--- src/rma_pkg.sv ---
// Shared constants and types for the real-mode address generator.
// Assumes a single 10 MHz core clock and an active-low asynchronous reset.
package rma_pkg;

	// Address formation
	localparam int          RMA_SEG_SHIFT     = 4;          // Selector to base shift
	localparam int          RMA_PHYS_W        = 21;         // Physical address width incl. bit 20
	localparam int          RMA_MASK_BIT      = 20;         // Bit gated by the external mask
	localparam logic [15:0] RMA_OFS_MAX       = 16'hffff;   // Largest legal real-mode offset

	// Pseudo-protection fault vectors
	localparam logic [7:0]  RMA_VEC_STACK_FLT = 8'h0c;      // Stack-segment reference out of range
	localparam logic [7:0]  RMA_VEC_GEN_FLT   = 8'h0d;      // Any other reference out of range

	// Interrupt table
	localparam logic [31:0] RMA_TBL_BASE_RST  = 32'h00000000;
	localparam logic [15:0] RMA_TBL_LIMIT_RST = 16'h03ff;
	localparam int          RMA_ENTRY_SHIFT   = 2;          // Four-byte entries

	// Stack and register reset values
	localparam logic [15:0] RMA_STACK_STEP    = 16'h0002;   // One 16-bit stack slot
	localparam logic [31:0] RMA_FLAGS_RST     = 32'h00000002;
	localparam logic [31:0] RMA_EIP_RST       = 32'h0000fff0;
	localparam logic [15:0] RMA_CS_RST        = 16'hf000;
	localparam logic [15:0] RMA_SP_RST        = 16'h0000;

	// Flag word bit positions cleared on handler entry
	localparam int          RMA_FL_TRAP       = 8;
	localparam int          RMA_FL_IEN        = 9;
	localparam int          RMA_FL_RESUME     = 16;
	localparam int          RMA_FL_ALIGN      = 18;

	// Requests from the core sequencer
	typedef enum logic [2:0] {
		OP_MEM, OP_CALL_NEAR, OP_CALL_FAR, OP_RET_NEAR,
		OP_RET_FAR, OP_INT, OP_INT_RETURN, OP_LOAD_TABLE
	} rma_op_t;

	// Bus sequencer states
	typedef enum logic [3:0] {
		ST_IDLE, ST_MEM, ST_PUSH_FL, ST_PUSH_CS, ST_PUSH_IP,
		ST_VEC_IP, ST_VEC_CS, ST_POP_IP, ST_POP_CS, ST_POP_FL
	} rma_state_t;

endpackage : rma_pkg

--- src/rma_real_mode_gen.sv ---
// Real-address-mode address formation and stack/interrupt sequencer.
// Assumes a synchronous memory bus on I_CLK_SYS; the mask pin is asynchronous.
`timescale 1ns/1ps
module rma_real_mode_gen
	import rma_pkg::*;
(
	input  wire logic        I_CLK_SYS,
	input  wire logic        I_NRST,
	input  wire logic        I_PROT_ENABLE,
	input  wire logic        I_ADDR_BIT20_MASK_N,
	input  wire logic        I_REQ_VALID,
	input  wire logic [2:0]  I_REQ_OP,
	input  wire logic        I_OPSIZE32,
	input  wire logic        I_ADDR32,
	input  wire logic        I_STACK_REF,
	input  wire logic [15:0] I_SEG,
	input  wire logic [31:0] I_OFS,
	input  wire logic        I_MEM_WRITE,
	input  wire logic [15:0] I_WDATA,
	input  wire logic [15:0] I_STACK_SEG,
	input  wire logic [15:0] I_TARGET_CS,
	input  wire logic [15:0] I_TARGET_IP,
	input  wire logic [7:0]  I_VECTOR,
	input  wire logic [31:0] I_TABLE_BASE,
	input  wire logic [15:0] I_TABLE_LIMIT,
	input  wire logic [15:0] I_MEM_RDATA,
	input  wire logic        I_MEM_READY,
	output logic             O_REQ_READY,
	output logic             O_DONE,
	output logic             O_FAULT,
	output logic [7:0]       O_FAULT_VEC,
	output logic [15:0]      O_RDATA,
	output logic [20:0]      O_MEM_ADDR,
	output logic             O_MEM_RD,
	output logic             O_MEM_WR,
	output logic [15:0]      O_MEM_WDATA,
	output logic             O_REAL_MODE,
	output logic             O_WIDE_OPERAND,
	output logic [31:0]      O_EXT_INSTR_POINTER,
	output logic [15:0]      O_SHORT_INSTR_POINTER,
	output logic [15:0]      O_CODE_SEG,
	output logic [31:0]      O_EXT_FLAG_WORD,
	output logic [15:0]      O_STACK_OFFSET_REG,
	output logic [31:0]      O_TABLE_BASE,
	output logic [15:0]      O_TABLE_LIMIT
);

	// Selector shifted into a base, plus a 16-bit offset; the top bit keeps the carry
	function automatic logic [RMA_PHYS_W-1:0] rma_phys(input logic [15:0] seg, input logic [15:0] ofs);
		return {1'b0, seg, 4'h0} + {5'h00, ofs};
	endfunction : rma_phys

	// Table entry word address: base plus vector scaled by four, plus two for the segment half
	function automatic logic [RMA_PHYS_W-1:0] rma_vec(input logic [31:0] base, input logic [7:0] vec,
		input logic hi);
		return base[RMA_PHYS_W-1:0] + {11'h000, vec, hi, 1'b0};
	endfunction : rma_vec

	rma_state_t        st_q, st_d;
	rma_op_t           op_q, op_d, req_op;
	logic [31:0]       eip_q, eip_d, flags_q, flags_d, tbase_q, tbase_d;
	logic [15:0]       cs_q, cs_d, sp_q, sp_d, tlimit_q, tlimit_d, ss_q, ss_d;
	logic [15:0]       tcs_q, tcs_d, tip_q, tip_d, rdata_q, rdata_d, wdata_q, wdata_d;
	logic [7:0]        vec_q, vec_d, fvec_q, fvec_d;
	logic [20:0]       addr_q, addr_d, raw_addr;
	logic              rd_q, rd_d, wr_q, wr_d, done_q, done_d, fault_q, fault_d;
	logic              real_q, real_d, wide_q, wide_d;
	logic              mask_s1_q, mask_s2_q;
	logic              range_bad, limit_bad;

	assign req_op    = rma_op_t'(I_REQ_OP);
	// Wide offsets are allowed but must still land inside the 16-bit range
	assign range_bad = real_q && I_ADDR32 && (I_OFS[31:16] != 16'h0000);
	// An entry whose last byte passes the limit cannot be fetched
	// Judged against the loaded limit, not the load port, which may already hold the next value
	assign limit_bad = ({6'h00, I_VECTOR, 2'b11} > tlimit_q);

	// Mask pin synchroniser; the first stage feeds only the second
	always_ff @(posedge I_CLK_SYS or negedge I_NRST) begin
		if (!I_NRST) begin
			mask_s1_q <= 1'b1;
			mask_s2_q <= 1'b1;
		end else begin
			mask_s1_q <= I_ADDR_BIT20_MASK_N;
			mask_s2_q <= mask_s1_q;
		end
	end

	// Next-state logic: request decode, step completion, then bus setup for the coming state
	always_comb begin
		st_d     = st_q;
		op_d     = op_q;
		eip_d    = eip_q;
		flags_d  = flags_q;
		tbase_d  = tbase_q;
		tlimit_d = tlimit_q;
		cs_d     = cs_q;
		sp_d     = sp_q;
		ss_d     = ss_q;
		tcs_d    = tcs_q;
		tip_d    = tip_q;
		rdata_d  = rdata_q;
		wdata_d  = wdata_q;
		vec_d    = vec_q;
		fvec_d   = fvec_q;
		addr_d   = addr_q;
		rd_d     = rd_q;
		wr_d     = wr_q;
		done_d   = 1'b0;
		fault_d  = 1'b0;
		wide_d   = wide_q;
		raw_addr = addr_q;
		real_d   = !I_PROT_ENABLE;
		case (st_q)
			ST_IDLE: begin
				if (I_REQ_VALID) begin
					op_d   = req_op;
					vec_d  = I_VECTOR;
					tcs_d  = I_TARGET_CS;
					tip_d  = I_TARGET_IP;
					ss_d   = I_STACK_SEG;
					wide_d = I_OPSIZE32;
					case (req_op)
						OP_MEM: begin
							if (range_bad) begin
								fault_d = 1'b1;
								fvec_d  = I_STACK_REF ? RMA_VEC_STACK_FLT : RMA_VEC_GEN_FLT;
							end else begin
								st_d     = ST_MEM;
								raw_addr = rma_phys(I_SEG, I_OFS[15:0]);
								rd_d     = !I_MEM_WRITE;
								wr_d     = I_MEM_WRITE;
								wdata_d  = I_WDATA;
							end
						end
						OP_CALL_NEAR: st_d = ST_PUSH_IP;
						OP_CALL_FAR:  st_d = ST_PUSH_CS;
						OP_RET_NEAR, OP_RET_FAR, OP_INT_RETURN: st_d = ST_POP_IP;
						OP_INT: begin
							if (limit_bad) begin
								fault_d = 1'b1;
								fvec_d  = RMA_VEC_GEN_FLT;
							end else begin
								st_d = ST_PUSH_FL;
							end
						end
						OP_LOAD_TABLE: begin
							tbase_d  = I_TABLE_BASE;
							tlimit_d = I_TABLE_LIMIT;
							done_d   = 1'b1;
						end
						default: st_d = ST_IDLE;
					endcase
				end
			end
			default: begin
				if (I_MEM_READY) begin
					case (st_q)
						ST_MEM: begin
							if (rd_q) begin
								rdata_d = I_MEM_RDATA;
							end
							st_d = ST_IDLE;
						end
						ST_PUSH_FL: begin
							sp_d = sp_q - RMA_STACK_STEP;
							st_d = ST_PUSH_CS;
						end
						ST_PUSH_CS: begin
							sp_d = sp_q - RMA_STACK_STEP;
							st_d = ST_PUSH_IP;
						end
						ST_PUSH_IP: begin
							sp_d = sp_q - RMA_STACK_STEP;
							if (op_q == OP_INT) begin
								// Cleared only now so the pushed image holds the old flags
								flags_d[RMA_FL_IEN]    = 1'b0;
								flags_d[RMA_FL_TRAP]   = 1'b0;
								flags_d[RMA_FL_RESUME] = 1'b0;
								flags_d[RMA_FL_ALIGN]  = 1'b0;
								st_d = ST_VEC_IP;
							end else begin
								eip_d = {16'h0000, tip_q};
								if (op_q == OP_CALL_FAR) begin
									cs_d = tcs_q;
								end
								st_d = ST_IDLE;
							end
						end
						ST_VEC_IP: begin
							eip_d = {16'h0000, I_MEM_RDATA};
							st_d  = ST_VEC_CS;
						end
						ST_VEC_CS: begin
							cs_d = I_MEM_RDATA;
							st_d = ST_IDLE;
						end
						ST_POP_IP: begin
							eip_d = {16'h0000, I_MEM_RDATA};
							sp_d  = sp_q + RMA_STACK_STEP;
							st_d  = (op_q == OP_RET_NEAR) ? ST_IDLE : ST_POP_CS;
						end
						ST_POP_CS: begin
							cs_d = I_MEM_RDATA;
							sp_d = sp_q + RMA_STACK_STEP;
							st_d = (op_q == OP_INT_RETURN) ? ST_POP_FL : ST_IDLE;
						end
						ST_POP_FL: begin
							flags_d[15:0] = I_MEM_RDATA;
							sp_d          = sp_q + RMA_STACK_STEP;
							st_d          = ST_IDLE;
						end
						default: st_d = ST_IDLE;
					endcase
					done_d = (st_d == ST_IDLE);
				end
			end
		endcase
		// Bus setup for the state being entered; push slots sit below the current offset, pops read at it
		case (st_d)
			ST_IDLE: begin
				rd_d = 1'b0;
				wr_d = 1'b0;
			end
			ST_PUSH_FL, ST_PUSH_CS, ST_PUSH_IP: begin
				rd_d     = 1'b0;
				wr_d     = 1'b1;
				raw_addr = rma_phys(ss_d, sp_d - RMA_STACK_STEP);
				if (st_d == ST_PUSH_FL) begin
					wdata_d = flags_d[15:0];
				end else if (st_d == ST_PUSH_CS) begin
					wdata_d = cs_d;
				end else begin
					wdata_d = eip_d[15:0];
				end
			end
			ST_VEC_IP, ST_VEC_CS: begin
				rd_d     = 1'b1;
				wr_d     = 1'b0;
				raw_addr = rma_vec(tbase_d, vec_d, (st_d == ST_VEC_CS));
			end
			ST_POP_IP, ST_POP_CS, ST_POP_FL: begin
				rd_d     = 1'b1;
				wr_d     = 1'b0;
				raw_addr = rma_phys(ss_d, sp_d);
			end
			default: begin
			end
		endcase
		// The mask gates only bit 20 and only while real mode holds
		addr_d = raw_addr;
		addr_d[RMA_MASK_BIT] = raw_addr[RMA_MASK_BIT] & ~(real_d & ~mask_s2_q);
	end

	// State registers
	always_ff @(posedge I_CLK_SYS or negedge I_NRST) begin
		if (!I_NRST) begin
			st_q     <= ST_IDLE;
			op_q     <= OP_MEM;
			eip_q    <= RMA_EIP_RST;
			flags_q  <= RMA_FLAGS_RST;
			tbase_q  <= RMA_TBL_BASE_RST;
			tlimit_q <= RMA_TBL_LIMIT_RST;
			cs_q     <= RMA_CS_RST;
			sp_q     <= RMA_SP_RST;
			ss_q     <= 16'h0000;
			tcs_q    <= 16'h0000;
			tip_q    <= 16'h0000;
			rdata_q  <= 16'h0000;
			wdata_q  <= 16'h0000;
			vec_q    <= 8'h00;
			fvec_q   <= 8'h00;
			addr_q   <= 21'h00000;
			rd_q     <= 1'b0;
			wr_q     <= 1'b0;
			done_q   <= 1'b0;
			fault_q  <= 1'b0;
			real_q   <= 1'b1;
			wide_q   <= 1'b0;
		end else begin
			st_q     <= st_d;
			op_q     <= op_d;
			eip_q    <= eip_d;
			flags_q  <= flags_d;
			tbase_q  <= tbase_d;
			tlimit_q <= tlimit_d;
			cs_q     <= cs_d;
			sp_q     <= sp_d;
			ss_q     <= ss_d;
			tcs_q    <= tcs_d;
			tip_q    <= tip_d;
			rdata_q  <= rdata_d;
			wdata_q  <= wdata_d;
			vec_q    <= vec_d;
			fvec_q   <= fvec_d;
			addr_q   <= addr_d;
			rd_q     <= rd_d;
			wr_q     <= wr_d;
			done_q   <= done_d;
			fault_q  <= fault_d;
			real_q   <= real_d;
			wide_q   <= wide_d;
		end
	end

	// Outputs; ready is combinational so a request is taken in the idle cycle itself
	assign O_REQ_READY           = (st_q == ST_IDLE);
	assign O_DONE                = done_q;
	assign O_FAULT               = fault_q;
	assign O_FAULT_VEC           = fvec_q;
	assign O_RDATA               = rdata_q;
	assign O_MEM_ADDR            = addr_q;
	assign O_MEM_RD              = rd_q;
	assign O_MEM_WR              = wr_q;
	assign O_MEM_WDATA           = wdata_q;
	assign O_REAL_MODE           = real_q;
	assign O_WIDE_OPERAND        = wide_q;
	assign O_EXT_INSTR_POINTER   = eip_q;
	assign O_SHORT_INSTR_POINTER = eip_q[15:0];
	assign O_CODE_SEG            = cs_q;
	assign O_EXT_FLAG_WORD       = flags_q;
	assign O_STACK_OFFSET_REG    = sp_q;
	assign O_TABLE_BASE          = tbase_q;
	assign O_TABLE_LIMIT         = tlimit_q;

	// Helpers seen only by the checks below
	logic [20:0] chk_mem_addr, chk_vec_addr;
	logic        take;
	assign chk_mem_addr = rma_phys(I_SEG, I_OFS[15:0]);
	assign chk_vec_addr = rma_vec(tbase_q, vec_q, 1'b0);
	assign take         = I_REQ_VALID && (st_q == ST_IDLE);
endmodule : rma_real_mode_gen

--- config.mk ---
export PLATFORM = sky130hd
export DESIGN_NAME = rma_real_mode_gen
export DESIGN_NICKNAME = d
export VERILOG_FILES = /design/src/rma_pkg.sv /design/src/rma_real_mode_gen.sv
export SDC_FILE = /design/constraint.sdc
export NUM_CORES = 1
export LEC_CHECK = 0
export ABC_AREA = 0
export BUFFER_PORTS_ARGS = -buffer_cell sky130_fd_sc_hd__buf_4
export CELL_PAD_IN_SITES_DETAIL_PLACEMENT = 1
export CELL_PAD_IN_SITES_GLOBAL_PLACEMENT = 2
export CORE_UTILIZATION = 31
export CTS_CLUSTER_DIAMETER = 30
export DETAILED_ROUTE_END_ITERATION = 12
export GPL_ROUTABILITY_DRIVEN = 1
export PLACE_DENSITY = 0.88
export SYNTH_ARGS = -nofsm -noshare
export SYNTH_HDL_FRONTEND = slang
export SYNTH_SLANG_ARGS = --single-unit
--- constraint.sdc ---
create_clock -name I_CLK_SYS -period 6.6 [get_ports I_CLK_SYS]
set_input_delay 1.32 -clock I_CLK_SYS [delete_from_list [all_inputs] [get_ports I_CLK_SYS]]
set_output_delay 1.32 -clock I_CLK_SYS [all_outputs]
set_load 0.05 [all_outputs]
# Yosys cells after proc, flatten, opt, wreduce, memory -nomap -nowiden
# Cells that the tools add are included.
[op_classes]
n_lt_le_gt_ge = 1
n_eq_ne = 35
mux = 72
addsub = 7
reduce_logical = 43
n_bitwise = 5
[op_table]
columns = ["operator", "n"]
rows = [
  ["2-to-1 mux 16 bit", 19],
  ["2-to-1 mux 21 bit", 7],
  ["case mux 16 bit (2 select lines)", 2],
  ["case mux 32 bit (2 select lines)", 1],
  ["adder 20 x 16 -> 21 bit", 3],
  ["case mux 21 bit (3 select lines)", 1],
  ["2-to-1 mux 8 bit", 5],
  ["2-to-1 mux 4 bit", 9],
  ["== test 4 x 3 -> 1 bit, second input constant", 8],
  ["2-to-1 mux 32 bit", 1],
  ["subtractor 16 x 2 -> 16 bit, second input constant", 2],
  ["case mux 4 bit (6 select lines)", 1],
  ["AND reduction 4 bit", 6],
  ["adder 21 x 10 -> 21 bit", 1],
  ["case mux 4 bit (5 select lines)", 1],
  ["== test 3 bit, second input constant", 6],
  ["nonzero test 3 bit", 6],
  ["2-to-1 mux 1 bit", 17],
  ["adder 16 x 2 -> 16 bit, second input constant", 1],
  ["== test 4 x 2 -> 1 bit, second input constant", 4],
  ["== test 4 bit, second input constant", 4],
  ["> comparator 10 x 16 -> 1 bit", 1],
  ["case mux 8 bit (2 select lines)", 1],
  ["nonzero test 16 bit", 1],
  ["other kinds (29)", 55],
]
[word_totals]
ff_bits = 260
inputBits = 197
word_cells = 190

# Depth between registers and ports, before layout
[logic_depth]
ltp_word = 11
depth_mapped = 24
ltp_nobuf = 23

# Worst setup path before layout
# OpenSTA, ideal clock, no wires.
[synth_timing]
path_kind = "input -> register"
startpoint = "input port I_VECTOR[6]"
endpoint = "register addr_q[16] (netlist: O_MEM_ADDR[16])"
stages = 22
slack_ns = 1.157
setup_ns = 0.125
t_required_ns = 6.475
arrival_ns = 5.319
cell_sequence = "ha_1 -> o21a_1 -> o211ai_1 -> a211oi_2 -> o41ai_4 -> buf_6 -> nor2_2 -> a22o_1 -> nor2_1 -> xnor2_1 -> ha_1 -> inv_1 -> fa_1 -> nor2b_1 -> o21a_1 -> o21ai_0 -> a211oi_1 -> nor2_1 -> a21o_1 -> xnor2_1 -> o221ai_1 -> mux2_2"
[synth_via]
elab_chain_len = 9
elab_cells_between_ends = 25
classes_between = "1 x add/sub; 1 x order compare; 9 x eq/ne; 7 x mux; 7 x reduce/logical"
[synth_lines]
columns = ["item", "line", "text"]
rows = [
  ["from (decl)", "rma_real_mode_gen.sv:23", "input wire logic [7:0] I_VECTOR,"],
  ["> comparator 10 x 16 -> 1 bit (*)", "rma_real_mode_gen.sv:76", "assign limit_bad = ({6'h00, I_VECTOR, 2'b11} > tlimit_q);"],
  ["2-to-1 mux 4 bit (*)", "rma_real_mode_gen.sv:140", "if (limit_bad) begin"],
  ["case mux 4 bit (5 select lines) (*)", "rma_real_mode_gen.sv:123", "case (req_op)"],
  ["2-to-1 mux 4 bit (*)", "rma_real_mode_gen.sv:116", "if (I_REQ_VALID) begin"],
  ["2-to-1 mux 4 bit (*)", "rma_real_mode_gen.sv:114", "case (st_q)"],
  ["named net st_d[1]", "rma_real_mode_gen.sv:59", "rma_state_t st_q, st_d;"],
  ["branches (longest 4 deep; another with adder 21 x 10 -> 21 bit)", "--", ""],
  ["to (signal assigned)", "rma_real_mode_gen.sv:296", "addr_q <= addr_d;"],
  ["to (decl)", "rma_real_mode_gen.sv:65", "logic [20:0] addr_q, addr_d, raw_addr;"],
]
# Mark *: on every way through the listed nets, which the timed path passes.
# A chain may end at the register's enable or synchronous reset.

# Worst setup path in the final report
[layout_timing]
startpoint = "register st_q[2]"
endpoint = "register addr_q[16] (netlist: O_MEM_ADDR[16])"
[layout_via]
elab_cells_between_ends = 46
classes_between = "4 x add/sub; 16 x eq/ne; 16 x mux; 10 x reduce/logical"
[layout_rtl]
columns = ["item", "line", "text"]
rows = [
  ["from (decl)", "rma_real_mode_gen.sv:59", ""],
  ["from (signal assigned)", "rma_real_mode_gen.sv:281", "st_q <= st_d;"],
  ["== test 4 bit, or another cell as far along", "rma_real_mode_gen.sv:158", "case (st_q)"],
  ["OR reduction 3 bit (no source line)", "--", ""],
  ["case mux 16 bit (2 select lines)", "rma_real_mode_gen.sv:158", ""],
  ["2-to-1 mux 16 bit", "rma_real_mode_gen.sv:157", "if (I_MEM_READY) begin"],
  ["2-to-1 mux 16 bit (*)", "rma_real_mode_gen.sv:114", ""],
  ["named net sp_d[9]", "rma_real_mode_gen.sv:62", "logic [15:0] cs_q, cs_d, sp_q, sp_d, tlimit_q, tlimit_d, ss_q, ss_d;"],
  ["subtractor 16 x 2 -> 16 bit", "rma_real_mode_gen.sv:228", "raw_addr = rma_phys(ss_d, sp_d - RMA_STACK_STEP);"],
  ["adder 20 x 16 -> 21 bit", "rma_real_mode_gen.sv:50", "return {1'b0, seg, 4'h0} + {5'h00, ofs};"],
  ["case mux 21 bit (3 select lines) (*)", "rma_real_mode_gen.sv:220", "case (st_d)"],
]
# The timed path passes the listed nets; every way through them passes the cells marked *. The select of a mux whose other input is x is not followed.

==> metrics.csv <==
stage,metric,value,unit
run_status,run_status,completed,
floorplanning,io_pins,425,
floorplanning,fp.coreArea,0.04317,mm2
detailed_routing,number_of_nets_with_antenna_violations_after_routing,0,
place,gp_congestion,0.8811,
setup_path,timing.critical_path.arrival,6450,ps
logic_synthesis,instance_count_of_the_mapped_netlist,1416,
setup_path,worstSetupEndpointType,register,
place,port_buffers,386,
logic_synthesis,synthDistinctLibCells,87,
timing,unrepaired_setup_endpoints_after_global_routing,false,
layout,layout.nets,2070,
cts,cts_hold_repair.buffers,0,
detailed_routing,num_vias,12560,
detailed_routing,wirelength,51730,um
detailed_routing,first_iter_violations,878,
floorplanning,core.rowCount,76,
floorplanning,initial_core_util,0.3152,
cts,cts.root.buffer_cell,sky130_fd_sc_hd__clkbuf_16,
place,detailed_place_hpwl,37910,um
setup_path,worstPathCellList,nor3b_2 -> a31o_2 -> inv_1 -> ha_1 -> nor2b_1 -> o31ai_1 -> a211oi_1 -> o21a_1 -> o31ai_1 -> or4_1 -> nor3_2 -> nand3_1 -> xnor2_1 -> ha_1 -> or2_2 -> a21oi_1 -> a21o_1 -> xnor2_1 -> o221ai_1 -> mux2_2,
grt,antenna_violations_before_repair,1,
worst_hold_path,timing.hold.worst.class,reg2reg,
floorplanning,die_w,211.5,um
timing,setup_viol_count_final,0,
setup_path,worstSetupStartpointType,register,
cts,htree_num_levels,3,
logic_synthesis,synth_edf_count,0,
power_and_ir_drop,leakage_power_figure,9.390,nW
job,cap_violations,0,
timing,final.min_clock_period,5997,ps
setup_path,worst-endpoint-required,7050,ps
setup_path,worstSetupPathType,reg2reg,
timing,finalClockSkew,23.04,ps
timing,drv_slew,0,
timing,maxSlewHeadroom,0.2890,
timing,final-hold-violation-count,0,
timing,whs,358.6,ps
floorplanning,die-area,0.04473,mm2
logic_synthesis,post-synth-top-area-fraction,0.3807,
logic_synthesis,synthArstFlopShare,1.000,
logic_synthesis,synth_sequential_area_ratio,0.4387,
floorplanning,die_h,211.5,um
place,placed_cells_incl_taps,2327,
cts,insertion_delay_of_the_later_clocked_pin_in_the_worst_skew_pair,580,ps
detailed_routing,post-route-drc-count,0,
layout,stdcell_count,2456,
cts,cts_buffers,70,
cts,clock-sinks,237,
setup_path,cp_slowest_cell,sky130_fd_sc_hd__or4_1,
layout,layout_common_cells,"sky130_fd_sc_hd__buf_4, sky130_fd_sc_hd__nand2_1, sky130_fd_sc_hd__dfrtp_1",
cts,maximum_clock_path_buffer_count,3,
grt,grt_max_degree,146,
layout,layout.cells.most_common,sky130_fd_sc_hd__buf_4,
power_and_ir_drop,total_power,13.44,mW
logic_synthesis,post_synth.cell_area_avg,9.608,um2
power_and_ir_drop,peakVddDrop,332.5,uV
layout,drive_above_1_share,0.3572,
layout,nFillCells,4917,
logic_synthesis,netlist_area,0.01361,mm2
logic_synthesis,synth.ff_latch_count,237,
logic_synthesis,yosys_warnings,0,
setup_path,critical_path.max_fanout,13,
grt,grt_pass1_wl,79430,um
layout,final_util,0.4485,
detailed_routing,drt-wirelength-per-cell,21.06,um
timing,timing_worst_slew_pin_value,1063,ps
grt,first_global_vias,13410,
cts,cts.reportedPaths.clkPinSlew,40,ps
timing,setup-tns-final,0,ps
power_and_ir_drop,p_per_area,694.1,mW/mm2
logic_synthesis,postSynth.topFlopCell,sky130_fd_sc_hd__dfrtp_1,
detailed_routing,vias_per_cell,5.114,
grt,grtUsageTotal,0.2321,
logic_synthesis,ranking_of_synthesized_cells_by_area,"sky130_fd_sc_hd__dfrtp_1, sky130_fd_sc_hd__nand2_1, sky130_fd_sc_hd__mux2_2",
cts,cts_tree,done,
setup_path,cp_slowest_stage_delay,620,ps
detailed_routing,detail_route.first_pass.iterations,7,
timing,clock.fmax,166.8,MHz
timing,layout_worst_path_cycle_share,0.9086,
logic_synthesis,synth_area_leader_cell,sky130_fd_sc_hd__dfrtp_1,
grt,gr-total-overflow,0,
layout,flow.area_growth_from_synthesis,42.31,%
layer usage:
layer  track usage  wire length [um]
met5             0                 0
met4        0.1052              2115
met3       0.06438              3803
met2        0.3930             25160
met1        0.2723             20660
final timing paths:
path	from	to	slack [ps]	depth (start not counted)
max in group asynchronous	I_NRST	O_STACK_OFFSET_REG[8]$_DFF_PN0_	4460	2
min reg2reg	mask_s1_q$_DFF_PN1_	mask_s2_q$_DFF_PN1_	360	0
min	mask_s1_q$_DFF_PN1_	mask_s2_q$_DFF_PN1_	360	0
max	st_q[2]$_DFF_PN0_	O_MEM_ADDR[16]$_DFFE_PN0P_	600	20
min in group asynchronous	I_NRST	O_RDATA[0]$_DFFE_PN0P_	720	1
max reg2reg	st_q[2]$_DFF_PN0_	O_MEM_ADDR[16]$_DFFE_PN0P_	600	20
kinds of logic after synthesis:
group	after synthesis	synth area share
compound gates	286	0.1535
fa+ha+maj	59	0.05647
buf+inv	197	0.07320
simple gates	478	0.1598
xor+xnor	63	0.04111
flops	237	0.4387
other cells	1	0.0002756
mux	95	0.07697
state kept, by name, indices dropped and copies added, names as in the netlist, 2 cells and up:
name	flops
O_TABLE_BASE	32
O_MEM_ADDR	21
O_CODE_SEG	16
O_EXT_FLAG_WORD	16
O_EXT_INSTR_POINTER	16
O_MEM_WDATA	16
O_RDATA	16
O_TABLE_LIMIT	16
ss_q	16
tcs_q	16
tip_q	16
O_STACK_OFFSET_REG	15
vec_q	8
st_q	4
op_q	3
O_FAULT_VEC	2
worst max-delay path, delay by kind of cell, from the launching register on:
kind	cells	cell delay (ps)
AO/OA/AOI/OAI	8	1720
XOR/XNOR	2	400
adder cells (fa/ha/maj)	2	750
buffers and inverters	1	280
flip-flops	1	520
multiplexers	1	290
AND/OR/NAND/NOR	6	1900
repair_timing:
item | 4_1_cts | 5_1_grt
hold endpoints to repair | 0 | 0
resized for setup | 0 | 1
endpoints found under the setup margin | 0 | 2
setup buffers | 0 | 0
through the flow:
step / setup WS (ps) / cell area [um2]
5_1_grt: 109.8 / 19360
2_1_floorplan: 1157 / 13740
4_1_cts: 391.6 / 19350
6_report: 603.1 / 19360
3_5_place_dp: 454.7 / 16900
3_3_place_gp: 612.7 / 16900
cell type report:
type	instances	area, um2	share of cell area
tap	585	732.0	0.03780
multi-input combinational	1019	6820	0.3522
antenna	1	2.502	0.0001292
clock inverter	32	462.9	0.02391
timing repair buffer	410	3098	0.1600
clock buffer	96	1991	0.1028
sequential	237	5968	0.3082
inverter	76	287.8	0.01486
report_power, final:
| group | internal (mW) | switching, mW |
|---|---|---|
| Combinational | 2.51 | 4.77 |
| Clock | 2.46 | 1.03 |
| Sequential | 2.19 | 0.486 |
| Total | 7.16 | 6.28 |
synth_stat cells, types with 8 or more instances:
cell                       number
sky130_fd_sc_hd__nor2b_1       13
sky130_fd_sc_hd__a21o_1        10
sky130_fd_sc_hd__nor2_1        87
sky130_fd_sc_hd__nor4_1         8
sky130_fd_sc_hd__inv_1         74
sky130_fd_sc_hd__buf_4         57
sky130_fd_sc_hd__o21ai_0       46
sky130_fd_sc_hd__mux2_2        77
sky130_fd_sc_hd__ha_1          55
sky130_fd_sc_hd__o31a_1        14
sky130_fd_sc_hd__xnor2_1       47
sky130_fd_sc_hd__a21oi_1       37
sky130_fd_sc_hd__nand3_1       26
sky130_fd_sc_hd__xor2_1        15
sky130_fd_sc_hd__dfrtp_1      207
sky130_fd_sc_hd__nand2_1      249
sky130_fd_sc_hd__a22oi_1        9
sky130_fd_sc_hd__mux2i_1       18
sky130_fd_sc_hd__dfstp_2       30
sky130_fd_sc_hd__a211oi_1      21
sky130_fd_sc_hd__buf_2         14
sky130_fd_sc_hd__clkbuf_1      43
sky130_fd_sc_hd__o21a_1        12
sky130_fd_sc_hd__a222oi_1      31
sky130_fd_sc_hd__nand4_1       11
sky130_fd_sc_hd__nor3_1        24
sky130_fd_sc_hd__o21ai_1       19
No activity file was read; power rests on OpenSTA's default activity.
